--- config.mk ---
export PLATFORM = sky130hd
export DESIGN_NAME = measurement_judgment_control
export DESIGN_NICKNAME = d
export VERILOG_FILES = /design/src/hw/measurement_judgment_control.v
export VERILOG_INCLUDE_DIRS = /design/src /design/src/pkg
export SDC_FILE = /design/constraint.sdc
export NUM_CORES = 1
export LEC_CHECK = 0
export BUFFER_PORTS_ARGS = -buffer_cell sky130_fd_sc_hd__buf_2
export CORE_MARGIN = 2
export CORE_UTILIZATION = 50
export CTS_CLUSTER_SIZE = 40
export DETAILED_ROUTE_END_ITERATION = 8
export GPL_ROUTABILITY_DRIVEN = 0
export PLACE_DENSITY = 0.84
export SLEW_MARGIN = 15
export SYNTH_ARGS = -nofsm -noshare
export SYNTH_HDL_FRONTEND = slang
export SYNTH_SLANG_ARGS = --single-unit
--- constraint.sdc ---
create_clock -name CLK -period 12.2 [get_ports CLK]
set_clock_uncertainty 0.05 [all_clocks]
set_input_delay 1.83 -clock CLK [delete_from_list [all_inputs] [get_ports CLK]]
set_output_delay 1.83 -clock CLK [all_outputs]
set_load 0.02 [all_outputs]
--- src/pkg/mjc_consts.vh ---
/*
 Constants for the measurement start/stop and judgment block.
 Assumes one 100 MHz sample clock and signed 16-bit load, displacement and limit values.
*/
// Overview of operation
// External start mode begins on control-input edge or operator start.
// Combined start waits for external start, then load/travel above start level.
// Force rising/falling modes start on crossing; re-arm in standby afterwards.
// Travel rising/falling modes start on crossing; re-arm in standby afterwards.
// External stop mode ends on control-input edge or operator stop.
// Force stop: exceed level if start load at/below, else fall to level.
// Travel stop: external stop or travel crossing the stop level.
// Timeout stop: external stop or configured duration elapsed.
// Full-scale X value always forces the end of measurement.
// Force reset, clear or operator reset abort and discard measurement.
// X origin zeroed at start: time from zero, travel from zero.
// Combined travel start keeps travel values without re-zeroing.
// Continuous judgment from power-up, suspended while measuring, resumed by clear.
// Continuous judgment drives the four limit flags against indicator value.
// Band judgment starts past start point, finalised past end point.
// Band high/low flags latch and stop band judgment.
// Band OK when load stayed within low and high limits inclusive.
// Zone-switch input advances through enabled zones in ascending order.
// Zone compares live load or held value; high and low may coexist.
// Zone OK only when every enabled zone judged OK.
// Five zones, each enabled separately with its own hold method.
// Sampling hold captures value on zone entry, releases on exit.
// Load OK needs both band and zone OK when combined.
// Control inputs synchronised and acted on at rising edges.
`ifndef MJC_CONSTS_VH
`define MJC_CONSTS_VH
`define DW           16
`define NZ           5
`define ZW           3
`define SM_EXT       3'h0
`define SM_EXT_FORCE 3'h1
`define SM_EXT_TRAV  3'h2
`define SM_FORCE_UP  3'h3
`define SM_FORCE_DN  3'h4
`define SM_TRAV_UP   3'h5
`define SM_TRAV_DN   3'h6
`define PM_EXT       2'h0
`define PM_FORCE     2'h1
`define PM_TRAV      2'h2
`define PM_TIMEOUT   2'h3
`define HM_SAMPLE    1'b1
`define MS_NS        1000000
`define CLK_NS       10
`define PS_W         17
`define IN_SS        0
`define IN_FR        1
`define IN_CL        2
`define IN_ZS        3
`define SYNC_RST     4'h0
`define VAL_RST      16'h0000
`define ZV_RST       5'h00
`define ZI_RST       3'h0
`endif

--- src/hw/measurement_judgment_control.v ---
/*
 Measurement start/stop control with continuous, band and five-zone judgment.
 Assumes LOAD and DISP are fresh samples every clock on CLK; control pins are
 asynchronous; operator commands are one-cycle pulses on CLK; settings are static.
*/
`timescale 1ns/1ps
`include "mjc_consts.vh"
module measurement_judgment_control #(
  parameter MS_CYCLES = `MS_NS / `CLK_NS
) (
  // Clock and reset
  input  wire                       CLK,
  input  wire                       SYS_RST,
  // Control connector pins
  input  wire                       START_STOP,
  input  wire                       FORCE_RESET,
  input  wire                       CLEAR_RESULTS,
  input  wire                       ZONE_SWITCH,
  // Operator commands
  input  wire                       START_CMD,
  input  wire                       STOP_CMD,
  input  wire                       RESET_CMD,
  // Sensor samples
  input  wire signed [`DW-1:0]      LOAD,
  input  wire signed [`DW-1:0]      DISP,
  // Start/stop settings
  input  wire [2:0]                 START_MODE,
  input  wire [1:0]                 STOP_MODE,
  input  wire                       X_IS_DISP,
  input  wire signed [`DW-1:0]      START_LEVEL,
  input  wire signed [`DW-1:0]      STOP_LEVEL,
  input  wire signed [`DW-1:0]      STOP_TIME_MS,
  input  wire signed [`DW-1:0]      X_FULL_SCALE,
  // Continuous limits
  input  wire signed [`DW-1:0]      LIM_HH,
  input  wire signed [`DW-1:0]      LIM_HI,
  input  wire signed [`DW-1:0]      LIM_LO,
  input  wire signed [`DW-1:0]      LIM_LL,
  // Band settings
  input  wire                       BAND_EN,
  input  wire signed [`DW-1:0]      BAND_X_START,
  input  wire signed [`DW-1:0]      BAND_X_END,
  input  wire signed [`DW-1:0]      BAND_HI,
  input  wire signed [`DW-1:0]      BAND_LO,
  // Zone settings, zone n in bits n*16 upward
  input  wire                       INPUT_DRIVEN_ZONE_SELECT,
  input  wire [`NZ-1:0]             ZONE_EN,
  input  wire [`NZ-1:0]             ZONE_METHOD,
  input  wire [`NZ*`DW-1:0]         ZONE_X_LO,
  input  wire [`NZ*`DW-1:0]         ZONE_X_HI,
  input  wire [`NZ*`DW-1:0]         ZONE_HI,
  input  wire [`NZ*`DW-1:0]         ZONE_LO,
  // Status
  output wire                       MEASURING,
  output wire                       STANDBY,
  output reg                        MEAS_DONE,
  output reg                        DATA_DISCARD,
  output reg  signed [`DW-1:0]      X_VALUE,
  output reg  [`ZW-1:0]             ACTIVE_ZONE,
  // Judgment
  output reg                        UPPER_ALARM_FLAG,
  output reg                        UPPER_LIMIT_FLAG,
  output reg                        UNDER_MIN_FLAG,
  output reg                        BOTTOM_ALARM_FLAG,
  output reg                        BAND_OK,
  output wire [`NZ-1:0]             ZONE_HI_FLAGS,
  output wire [`NZ-1:0]             ZONE_LO_FLAGS,
  output reg                        ZONE_OK,
  output reg                        LOAD_OK
);

  localparam S_IDLE = 2'b00;
  localparam S_WAIT = 2'b01;
  localparam S_MEAS = 2'b10;
  localparam S_DONE = 2'b11;

  reg  [1:0]            state_r;
  reg  [1:0]            state_nxt;
  reg  [3:0]            meta_r;
  reg  [3:0]            sync_r;
  reg  [3:0]            prev_r;
  reg  signed [`DW-1:0] load_prev_r;
  reg  signed [`DW-1:0] disp_prev_r;
  reg  signed [`DW-1:0] origin_r;
  reg  signed [`DW-1:0] start_load_r;
  reg  signed [`DW-1:0] start_disp_r;
  reg  signed [`DW-1:0] elapsed_r;
  reg  [`PS_W-1:0]      presc_r;
  reg                   band_act_r;
  reg                   band_fin_r;
  reg                   band_hi_r;
  reg                   band_lo_r;
  reg                   go;
  reg                   stop_hit;
  wire [3:0]            rise;
  wire                  ext_start;
  wire                  ext_stop;
  wire                  abort;
  wire                  level_mode;
  wire                  combined;
  wire                  start_p;
  wire                  meas;
  wire signed [`DW-1:0] x_now;
  wire [`NZ-1:0]        zone_good;
  wire                  zones_ok;

  // pin synchroniser
  always @(posedge CLK or posedge SYS_RST) begin
    if (SYS_RST) begin
      meta_r <= `SYNC_RST;
      sync_r <= `SYNC_RST;
      prev_r <= `SYNC_RST;
    end else begin
      meta_r <= {ZONE_SWITCH, CLEAR_RESULTS, FORCE_RESET, START_STOP};
      sync_r <= meta_r;
      prev_r <= sync_r;
    end
  end

  // rising edges only
  assign rise      = sync_r & ~prev_r;
  assign ext_start = rise[`IN_SS] | START_CMD;
  assign ext_stop  = rise[`IN_SS] | STOP_CMD;
  // abort sources
  assign abort     = rise[`IN_FR] | rise[`IN_CL] | RESET_CMD;
  assign combined  = (START_MODE == `SM_EXT_FORCE) | (START_MODE == `SM_EXT_TRAV);
  assign level_mode = (START_MODE != `SM_EXT) & ~combined;
  assign meas      = (state_r == S_MEAS);
  assign MEASURING = meas;
  assign STANDBY   = (state_r == S_WAIT) | (~meas & level_mode);
  assign start_p   = ~meas & (state_nxt == S_MEAS);

  // time or travel from zero
  assign x_now = X_IS_DISP ? DISP - origin_r : elapsed_r;

  always @* begin
    go = 1'b0;
    case (START_MODE)
      // external start
      `SM_EXT:       go = ext_start;
      // level after external
      `SM_EXT_FORCE: go = LOAD > START_LEVEL;
      `SM_EXT_TRAV:  go = DISP > START_LEVEL;
      // force crossing
      `SM_FORCE_UP:  go = (LOAD > START_LEVEL) & (load_prev_r <= START_LEVEL);
      `SM_FORCE_DN:  go = (LOAD < START_LEVEL) & (load_prev_r >= START_LEVEL);
      // travel crossing
      `SM_TRAV_UP:   go = (DISP > START_LEVEL) & (disp_prev_r <= START_LEVEL);
      `SM_TRAV_DN:   go = (DISP < START_LEVEL) & (disp_prev_r >= START_LEVEL);
      default:       go = 1'b0;
    endcase
  end

  always @* begin
    // external stop
    stop_hit = ext_stop;
    case (STOP_MODE)
      // direction from start load
      `PM_FORCE: stop_hit = ext_stop | ((start_load_r <= STOP_LEVEL) ?
                                        (LOAD > STOP_LEVEL) : (LOAD <= STOP_LEVEL));
      // travel crossing
      `PM_TRAV:  stop_hit = ext_stop | ((start_disp_r <= STOP_LEVEL) ?
                                        (DISP > STOP_LEVEL) : (DISP <= STOP_LEVEL));
      // duration elapsed
      `PM_TIMEOUT: stop_hit = ext_stop | (elapsed_r >= STOP_TIME_MS);
      default:   stop_hit = ext_stop;
    endcase
    // full scale
    if (x_now >= X_FULL_SCALE)
      stop_hit = 1'b1;
  end

  always @* begin
    state_nxt = state_r;
    case (state_r)
      S_IDLE: begin
        if (combined & ext_start)
          state_nxt = S_WAIT;
        else if (~combined & go)
          state_nxt = S_MEAS;
      end
      S_WAIT: begin
        if (abort)
          state_nxt = S_IDLE;
        else if (go)
          state_nxt = S_MEAS;
      end
      S_MEAS: begin
        if (abort)
          state_nxt = S_IDLE;
        else if (stop_hit)
          state_nxt = S_DONE;
      end
      S_DONE: begin
        // resume continuous on clear
        if (abort)
          state_nxt = S_IDLE;
        // re-arm in standby
        else if (level_mode & go)
          state_nxt = S_MEAS;
      end
      default: state_nxt = S_IDLE;
    endcase
  end

  always @(posedge CLK or posedge SYS_RST) begin
    if (SYS_RST) begin
      state_r      <= S_IDLE;
      load_prev_r  <= `VAL_RST;
      disp_prev_r  <= `VAL_RST;
      origin_r     <= `VAL_RST;
      start_load_r <= `VAL_RST;
      start_disp_r <= `VAL_RST;
      elapsed_r    <= `VAL_RST;
      presc_r      <= {`PS_W{1'b0}};
      MEAS_DONE    <= 1'b0;
      DATA_DISCARD <= 1'b0;
      X_VALUE      <= `VAL_RST;
    end else begin
      state_r      <= state_nxt;
      load_prev_r  <= LOAD;
      disp_prev_r  <= DISP;
      MEAS_DONE    <= meas & ~abort & stop_hit;
      // discard collected data
      DATA_DISCARD <= (meas | (state_r == S_WAIT)) & abort;
      X_VALUE      <= start_p ? `VAL_RST : x_now;
      if (start_p) begin
        // keep travel values
        origin_r     <= (START_MODE == `SM_EXT_TRAV) ? `VAL_RST : DISP;
        start_load_r <= LOAD;
        start_disp_r <= DISP;
        elapsed_r    <= `VAL_RST;
        presc_r      <= {`PS_W{1'b0}};
      end else if (meas) begin
        if (presc_r == MS_CYCLES - 1) begin
          presc_r <= {`PS_W{1'b0}};
          // Saturate so the full-scale compare never wraps negative
          if (elapsed_r != {1'b0, {(`DW-1){1'b1}}})
            elapsed_r <= elapsed_r + 1'b1;
        end else begin
          presc_r <= presc_r + 1'b1;
        end
      end
    end
  end

  // Band judgment
  always @(posedge CLK or posedge SYS_RST) begin
    if (SYS_RST) begin
      band_act_r <= 1'b0;
      band_fin_r <= 1'b0;
      band_hi_r  <= 1'b0;
      band_lo_r  <= 1'b0;
      BAND_OK    <= 1'b0;
    end else if (start_p | (state_nxt == S_IDLE)) begin
      band_act_r <= 1'b0;
      band_fin_r <= 1'b0;
      band_hi_r  <= 1'b0;
      band_lo_r  <= 1'b0;
      BAND_OK    <= 1'b0;
    end else if (meas & BAND_EN & ~band_fin_r) begin
      // start point passed
      if (x_now > BAND_X_START)
        band_act_r <= 1'b1;
      // latch and cease
      if ((band_act_r | (x_now > BAND_X_START)) & ~band_hi_r & ~band_lo_r) begin
        if (LOAD > BAND_HI)
          band_hi_r <= 1'b1;
        if (LOAD < BAND_LO)
          band_lo_r <= 1'b1;
      end
      // finalise at end point or stop
      if (band_act_r & ((x_now > BAND_X_END) | stop_hit)) begin
        band_fin_r <= 1'b1;
        // inclusive window held
        BAND_OK    <= ~band_hi_r & ~band_lo_r & (LOAD <= BAND_HI) & (LOAD >= BAND_LO);
      end
    end
  end

  // continuous only when idle, band shown otherwise
  always @(posedge CLK or posedge SYS_RST) begin
    if (SYS_RST) begin
      UPPER_ALARM_FLAG  <= 1'b0;
      UPPER_LIMIT_FLAG  <= 1'b0;
      UNDER_MIN_FLAG    <= 1'b0;
      BOTTOM_ALARM_FLAG <= 1'b0;
    end else if (state_r == S_IDLE) begin
      // four-limit compare
      UPPER_ALARM_FLAG  <= LOAD > LIM_HH;
      UPPER_LIMIT_FLAG  <= LOAD > LIM_HI;
      UNDER_MIN_FLAG    <= LOAD < LIM_LO;
      BOTTOM_ALARM_FLAG <= LOAD < LIM_LL;
    end else begin
      UPPER_ALARM_FLAG  <= 1'b0;
      UPPER_LIMIT_FLAG  <= band_hi_r;
      UNDER_MIN_FLAG    <= band_lo_r;
      BOTTOM_ALARM_FLAG <= 1'b0;
    end
  end

  function [`ZW-1:0] pick_zone;
    input [`NZ-1:0] en;
    input [`ZW-1:0] cur;
    input           first;
    integer         k;
    reg             found;
    begin
      pick_zone = cur;
      found = 1'b0;
      for (k = 0; k < `NZ; k = k + 1) begin
        if (~found & en[k] & (first | (k > cur))) begin
          pick_zone = k[`ZW-1:0];
          found = 1'b1;
        end
      end
    end
  endfunction

  // ascending enabled zones
  always @(posedge CLK or posedge SYS_RST) begin
    if (SYS_RST)
      ACTIVE_ZONE <= `ZI_RST;
    else if (start_p)
      ACTIVE_ZONE <= pick_zone(ZONE_EN, `ZI_RST, 1'b1);
    else if (meas & rise[`IN_ZS])
      ACTIVE_ZONE <= pick_zone(ZONE_EN, ACTIVE_ZONE, 1'b0);
  end

  // five independent zones
  genvar i;
  generate
    for (i = 0; i < `NZ; i = i + 1) begin : g_zone
      wire signed [`DW-1:0] xl = ZONE_X_LO[i*`DW +: `DW];
      wire signed [`DW-1:0] xh = ZONE_X_HI[i*`DW +: `DW];
      wire signed [`DW-1:0] hl = ZONE_HI[i*`DW +: `DW];
      wire signed [`DW-1:0] ll = ZONE_LO[i*`DW +: `DW];
      wire signed [`DW-1:0] cmp;
      wire                  inz;
      wire                  act;
      reg                   in_r;
      reg                   seen_r;
      reg                   hi_r;
      reg                   lo_r;
      reg  signed [`DW-1:0] hold_r;
      assign inz = INPUT_DRIVEN_ZONE_SELECT ? (ACTIVE_ZONE == i) :
                   ((x_now >= xl) & (x_now <= xh));
      assign act = meas & ZONE_EN[i] & inz;
      // held entry sample while inside, else live load
      assign cmp = (ZONE_METHOD[i] != `HM_SAMPLE) ? LOAD : (in_r ? hold_r : LOAD);
      always @(posedge CLK or posedge SYS_RST) begin
        if (SYS_RST) begin
          in_r   <= 1'b0;
          seen_r <= 1'b0;
          hi_r   <= 1'b0;
          lo_r   <= 1'b0;
          hold_r <= `VAL_RST;
        end else if (start_p | (state_nxt == S_IDLE)) begin
          in_r   <= 1'b0;
          seen_r <= 1'b0;
          hi_r   <= 1'b0;
          lo_r   <= 1'b0;
        end else begin
          // released on leaving
          in_r <= act;
          if (act & ~in_r)
            hold_r <= LOAD;
          if (act) begin
            seen_r <= 1'b1;
            // both flags may set
            if (cmp > hl)
              hi_r <= 1'b1;
            if (cmp < ll)
              lo_r <= 1'b1;
          end
        end
      end
      assign ZONE_HI_FLAGS[i] = hi_r;
      assign ZONE_LO_FLAGS[i] = lo_r;
      assign zone_good[i] = ~ZONE_EN[i] | (seen_r & ~hi_r & ~lo_r);
    end
  endgenerate

  // all enabled zones OK
  assign zones_ok = (&zone_good) & (|ZONE_EN);

  always @(posedge CLK or posedge SYS_RST) begin
    if (SYS_RST) begin
      ZONE_OK <= 1'b0;
      LOAD_OK <= 1'b0;
    end else begin
      ZONE_OK <= zones_ok;
      // band and zones combined
      if (BAND_EN & (|ZONE_EN))
        LOAD_OK <= BAND_OK & zones_ok;
      else if (BAND_EN)
        LOAD_OK <= BAND_OK;
      else
        LOAD_OK <= zones_ok;
    end
  end

endmodule // measurement_judgment_control

==> results_tabular.tex <==
\begin{tabular}{lr}
\hline
Metric & Value \\
\hline
\multicolumn{2}{l}{\textbf{Synth}} \\
Leading cell types by total area after synthesis & sky130\_fd\_sc\_hd\_\_ha\_1 (28\%), sky130\_fd\_sc\_hd\_\_dfrtp\_1 (24\%), sky130\_fd\_sc\_hd\_\_inv\_1 (7.7\%), sky130\_fd\_sc\_hd\_\_mux2\_2 (6.8\%), sky130\_fd\_sc\_hd\_\_a21oi\_1 (3.1\%) \\
Flop and latch count out of synthesis & between 200 and 300 \\
Top cell type's share of synthesized area & 0.2847 \\
Most frequent cell after synthesis & sky130\_fd\_sc\_hd\_\_ha\_1 \\
Warning count from the yosys run & 0 \\
Cell accounting for the most synthesized area & sky130\_fd\_sc\_hd\_\_ha\_1 \\
Synth Instances & 3083 \\
Seq/Total Area, Yosys & 0.2371 \\
Mapped Area & around 27000 sq um \\
Post-synth EDFFs & 0 \\
Synth Flop Type & sky130\_fd\_sc\_hd\_\_dfrtp\_1 \\
Synth Net Count & between 4k and 5k \\
Commonest cells in the netlist & sky130\_fd\_sc\_hd\_\_ha\_1 (622), sky130\_fd\_sc\_hd\_\_inv\_1 (562), sky130\_fd\_sc\_hd\_\_dfrtp\_1 (259) \\
Syn avg cell area & roughly 9 sq um \\
Proportion of synthesized flip-flops having asynchronous set or reset & 1.000 \\
Post-synthesis cell type count & 83 \\
\multicolumn{2}{l}{\textbf{Setup path}} \\
Critical Path Most Common Cell & sky130\_fd\_sc\_hd\_\_a21oi\_1 \\
Largest delay contributor family on the critical path & compound AO/OA/AOI/OAI gates \\
Crit Reg-Reg Startpoint & origin\_r[1]\$\_DFFE\_PP0N\_ \\
Crit-path max cell delay & 0.85 ns \\
Slowest cell on crit path & sky130\_fd\_sc\_hd\_\_nor3\_4 \\
Slack of the worst reg-to-reg path & roughly 4.5 ns \\
Critical path startpoint & DISP[0] \\
Endpoint of the lowest-slack register-to-register path & start\_disp\_r[8]\$\_DFFE\_PP0N\_ \\
WP buf/inv & 6 \\
Cells on worst reg2reg path & 24 \\
Worst EP required & between 10 and 15 ns \\
Endpoint arrival time on the critical path & slightly above 9 ns \\
Category of the critical setup timing path & input pin to flip-flop \\
CP Capture Type & flip-flop \\
Destination of the critical timing path & start\_disp\_r[8]\$\_DFFE\_PP0N\_ \\
Kind of start point of the critical path & input pin \\
Number of gates on the worst path with buffers counted & 29 \\
Crit-path max FO & 38 \\
\multicolumn{2}{l}{\textbf{Routing}} \\
Wire length on met3 & around 7400 microns \\
Antenna-violating nets left & 0 \\
DRT Wirelength & 89460 microns \\
Highest metal layer with signal wires & met5 \\
Starting DRT DRC Count & 1787 \\
Vias post-DR & between 20k and 30k \\
Detailed-routed wire length on met2 & a little over 40000 microns \\
Met1 routed wirelength after detailed routing & 36650 microns \\
Post-DR wirelength/cell & just over 20 microns \\
Number of remaining DRC errors & 0 \\
Total iterations of the first detailed-routing run & 8 \\
Avg Vias per Cell & $\sim$5.8 \\
\multicolumn{2}{l}{\textbf{Clock network}} \\
Sink count of the clock tree & 259 \\
Number of clock buffers inserted by TritonCTS & 31 \\
Clock latency reported for the late side of the worst-skew pair & between 0.5 and 0.6 ns \\
Worst-case clock buffer depth & 3 \\
Post-CTS Setup Bufs & 0 \\
H-tree Lvls & 1 \\
CTS tree & yes \\
Clock root buffer & sky130\_fd\_sc\_hd\_\_clkbuf\_16 \\
Hold bufs inserted after CTS & 0 \\
Clock input transition at the sequential cells of the worst setup and hold paths & 0.06 ns \\
Count of cells resized by post-cts repair & 0 \\
\multicolumn{2}{l}{\textbf{Run status}} \\
Result of the run & finished clean \\
\multicolumn{2}{l}{\textbf{Final layout}} \\
Fill cell count & between 4k and 5k \\
Number of nets in the layout & around 4.9k \\
Layout Area Growth over Synthesis & 17.56\% \\
Proportion of layout cells with a drive suffix above 1 & 0.2369 \\
\multicolumn{2}{l}{\textbf{Floorplanning}} \\
Die extent in y & roughly 240 microns \\
Horizontal extent of the die & about 240 microns \\
Number of placed I/O pins & a little over 600 \\
Std-Cell Rows & between 80 and 90 \\
Effective utilization at floorplan & 0.5070 \\
Total Die Area & about 57000 sq um \\
Area of the core region & roughly 54000 sq um \\
\multicolumn{2}{l}{\textbf{Timing}} \\
Number of hold violations in the final report & 0 \\
Tightest hold margin & $\sim$0.30 ns \\
Slew Limit Fails & 0 \\
Final period utilization & 0.7234 \\
Unrepaired setup endpoints after global routing & false \\
Worst-margin pin slew & approximately 1.1 ns \\
Endpoints failing setup & 0 \\
Upper clock frequency limit & 0.1133 GHz \\
TNS Setup & 0 ns \\
Slew Limit Headroom & 0.2372 \\
Post-layout minimum cycle time & around 8.8 ns \\
\multicolumn{2}{l}{\textbf{Min path}} \\
Hold Path Origin & meta\_r[2]\$\_DFF\_PP0\_ \\
Worst hold-check path type & flip-flop to flip-flop \\
\multicolumn{2}{l}{\textbf{Global route}} \\
All-Layer GR Usage & 0.3073 \\
Vias in the first global route & 25.54k \\
Initial antenna violation count & 23 \\
Maximum number of pins on one net before global-route repair & approximately 150 \\
Total overflow reported by the global router & 0 \\
First-pass GRT wire length & approximately 140000 microns \\
\multicolumn{2}{l}{\textbf{Run}} \\
Max-capacitance violation count & 0 \\
\multicolumn{2}{l}{\textbf{Place}} \\
Post-detail-place hpwl & 71570 microns \\
Buffers on Ports & 610 \\
\multicolumn{2}{l}{\textbf{Power}} \\
Max rail drop VDD & 0.1097 mV \\
Static power due to leakage & between 15 and 20 nW \\
Pwr dens & 150.5 nW/um\^{}2 \\
\hline
\end{tabular}
kinds of logic (layout without fill, tap and decap cells):
family                   after synthesis  count (layout)  share of synthesized area
AO/OA/AOI/OAI                        619             619                     0.1517
XOR/XNOR                              35              35                    0.01121
adder cells (fa/ha/maj)              623             623                     0.2854
buffers and inverters                628            1242                    0.09016
flip-flops                           259             259                     0.2371
multiplexers                         232             232                    0.09565
other                                  0              16                          0
AND/OR/NAND/NOR                      687             687                     0.1288
area by class of cell:
cell class                      instances  area (sq um)  area share
Multi-Input combinational cell       2196         18410      0.5728
Sequential cell                       259          6481      0.2017
Timing Repair Buffer                  624          3171     0.09865
Inverter                              563          2123     0.06606
Clock buffer                           41         883.3     0.02748
Tap cell                              696         870.8     0.02710
Clock inverter                         14         161.4    0.005022
Antenna cell                           16         40.04    0.001246
metal layers:
metal  vias up  GRT usage
met2      1166     0.5019
met3       308    0.05773
met4        14     0.1448
li1      12076          -
met5         -          0
met1     12056     0.3929
stage by stage:
stage	utilization	instance area, sq um	std cells	total power [mW]	setup WS, ns
floorplan	-	27340	3083	3.018	3.193
global placement	0.5759	31050	4338	3.694	3.093
detailed placement	0.5759	31050	4338	3.808	2.913
CTS	0.5953	32100	4393	4.795	3.483
global route	0.5959	32130	4405	5.193	2.819
finish	0.5961	32140	4409	4.836	3.374
worst register-to-register path: cells and delay by family (launching register included):
family,cells,cell delay [ns]
AND/OR/NAND/NOR,7,1.72
flip-flops,1,0.36
AO/OA/AOI/OAI,10,3.42
adder cells (fa/ha/maj),2,0.59
buffers and inverters,3,0.83
multiplexers,2,0.63
layout by cell type, fill, tap and decap left out, drive strengths merged, types with 16 or more instances in the layout:
| cell type | synthesis | routed |
|---|---|---|
| nor2 | 151 | 151 |
| o211ai | 24 | 24 |
| nand3 | 59 | 59 |
| o21ai | 113 | 113 |
| a211oi | 22 | 22 |
| nand2b | 26 | 26 |
| o21a | 70 | 70 |
| nor2b | 75 | 75 |
| xnor2 | 21 | 21 |
| nand2 | 142 | 142 |
| nor3 | 46 | 46 |
| mux2i | 28 | 28 |
| nand4 | 102 | 102 |
| diode | 0 | 16 |
| a21oi | 168 | 168 |
| and3 | 17 | 17 |
| dfrtp | 259 | 259 |
| mux2 | 204 | 204 |
| buf | 29 | 624 |
| a21o | 84 | 84 |
| inv | 563 | 565 |
| ha | 622 | 622 |
| nor4 | 16 | 16 |
| clkbuf | 36 | 41 |
power by group:
part	internal (mW)	switching, mW	leakage, nW
Clock	0.570	0.390	0.515
Sequential	1.09	0.138	3.34
Combinational	1.11	1.55	14.2
flip-flops by register name, summed over array words and instances (netlist names), 2 cells and up:
name / count
start_load_r: 16
elapsed_r: 16
start_disp_r: 16
g_zone.lo_r: 5
state_r: 2
g_zone.in_r: 5
X_VALUE: 16
load_prev_r: 16
ACTIVE_ZONE: 3
g_zone.hold_r: 80
meta_r: 4
prev_r: 4
g_zone.seen_r: 5
presc_r: 17
g_zone.hi_r: 5
sync_r: 4
disp_prev_r: 16
origin_r: 16
worst min-delay path by stage:
stage,cells past startpoint,to,slack (ns)
floorplan,0,sync_r[0]$_DFF_PP0_,0.28
global placement,0,sync_r[1]$_DFF_PP0_,0.28
detailed placement,0,sync_r[1]$_DFF_PP0_,0.29
CTS,0,sync_r[1]$_DFF_PP0_,0.30
global route,0,sync_r[3]$_DFF_PP0_,0.31
finish,0,sync_r[2]$_DFF_PP0_,0.30
Power figures use the tool's default switching activity.
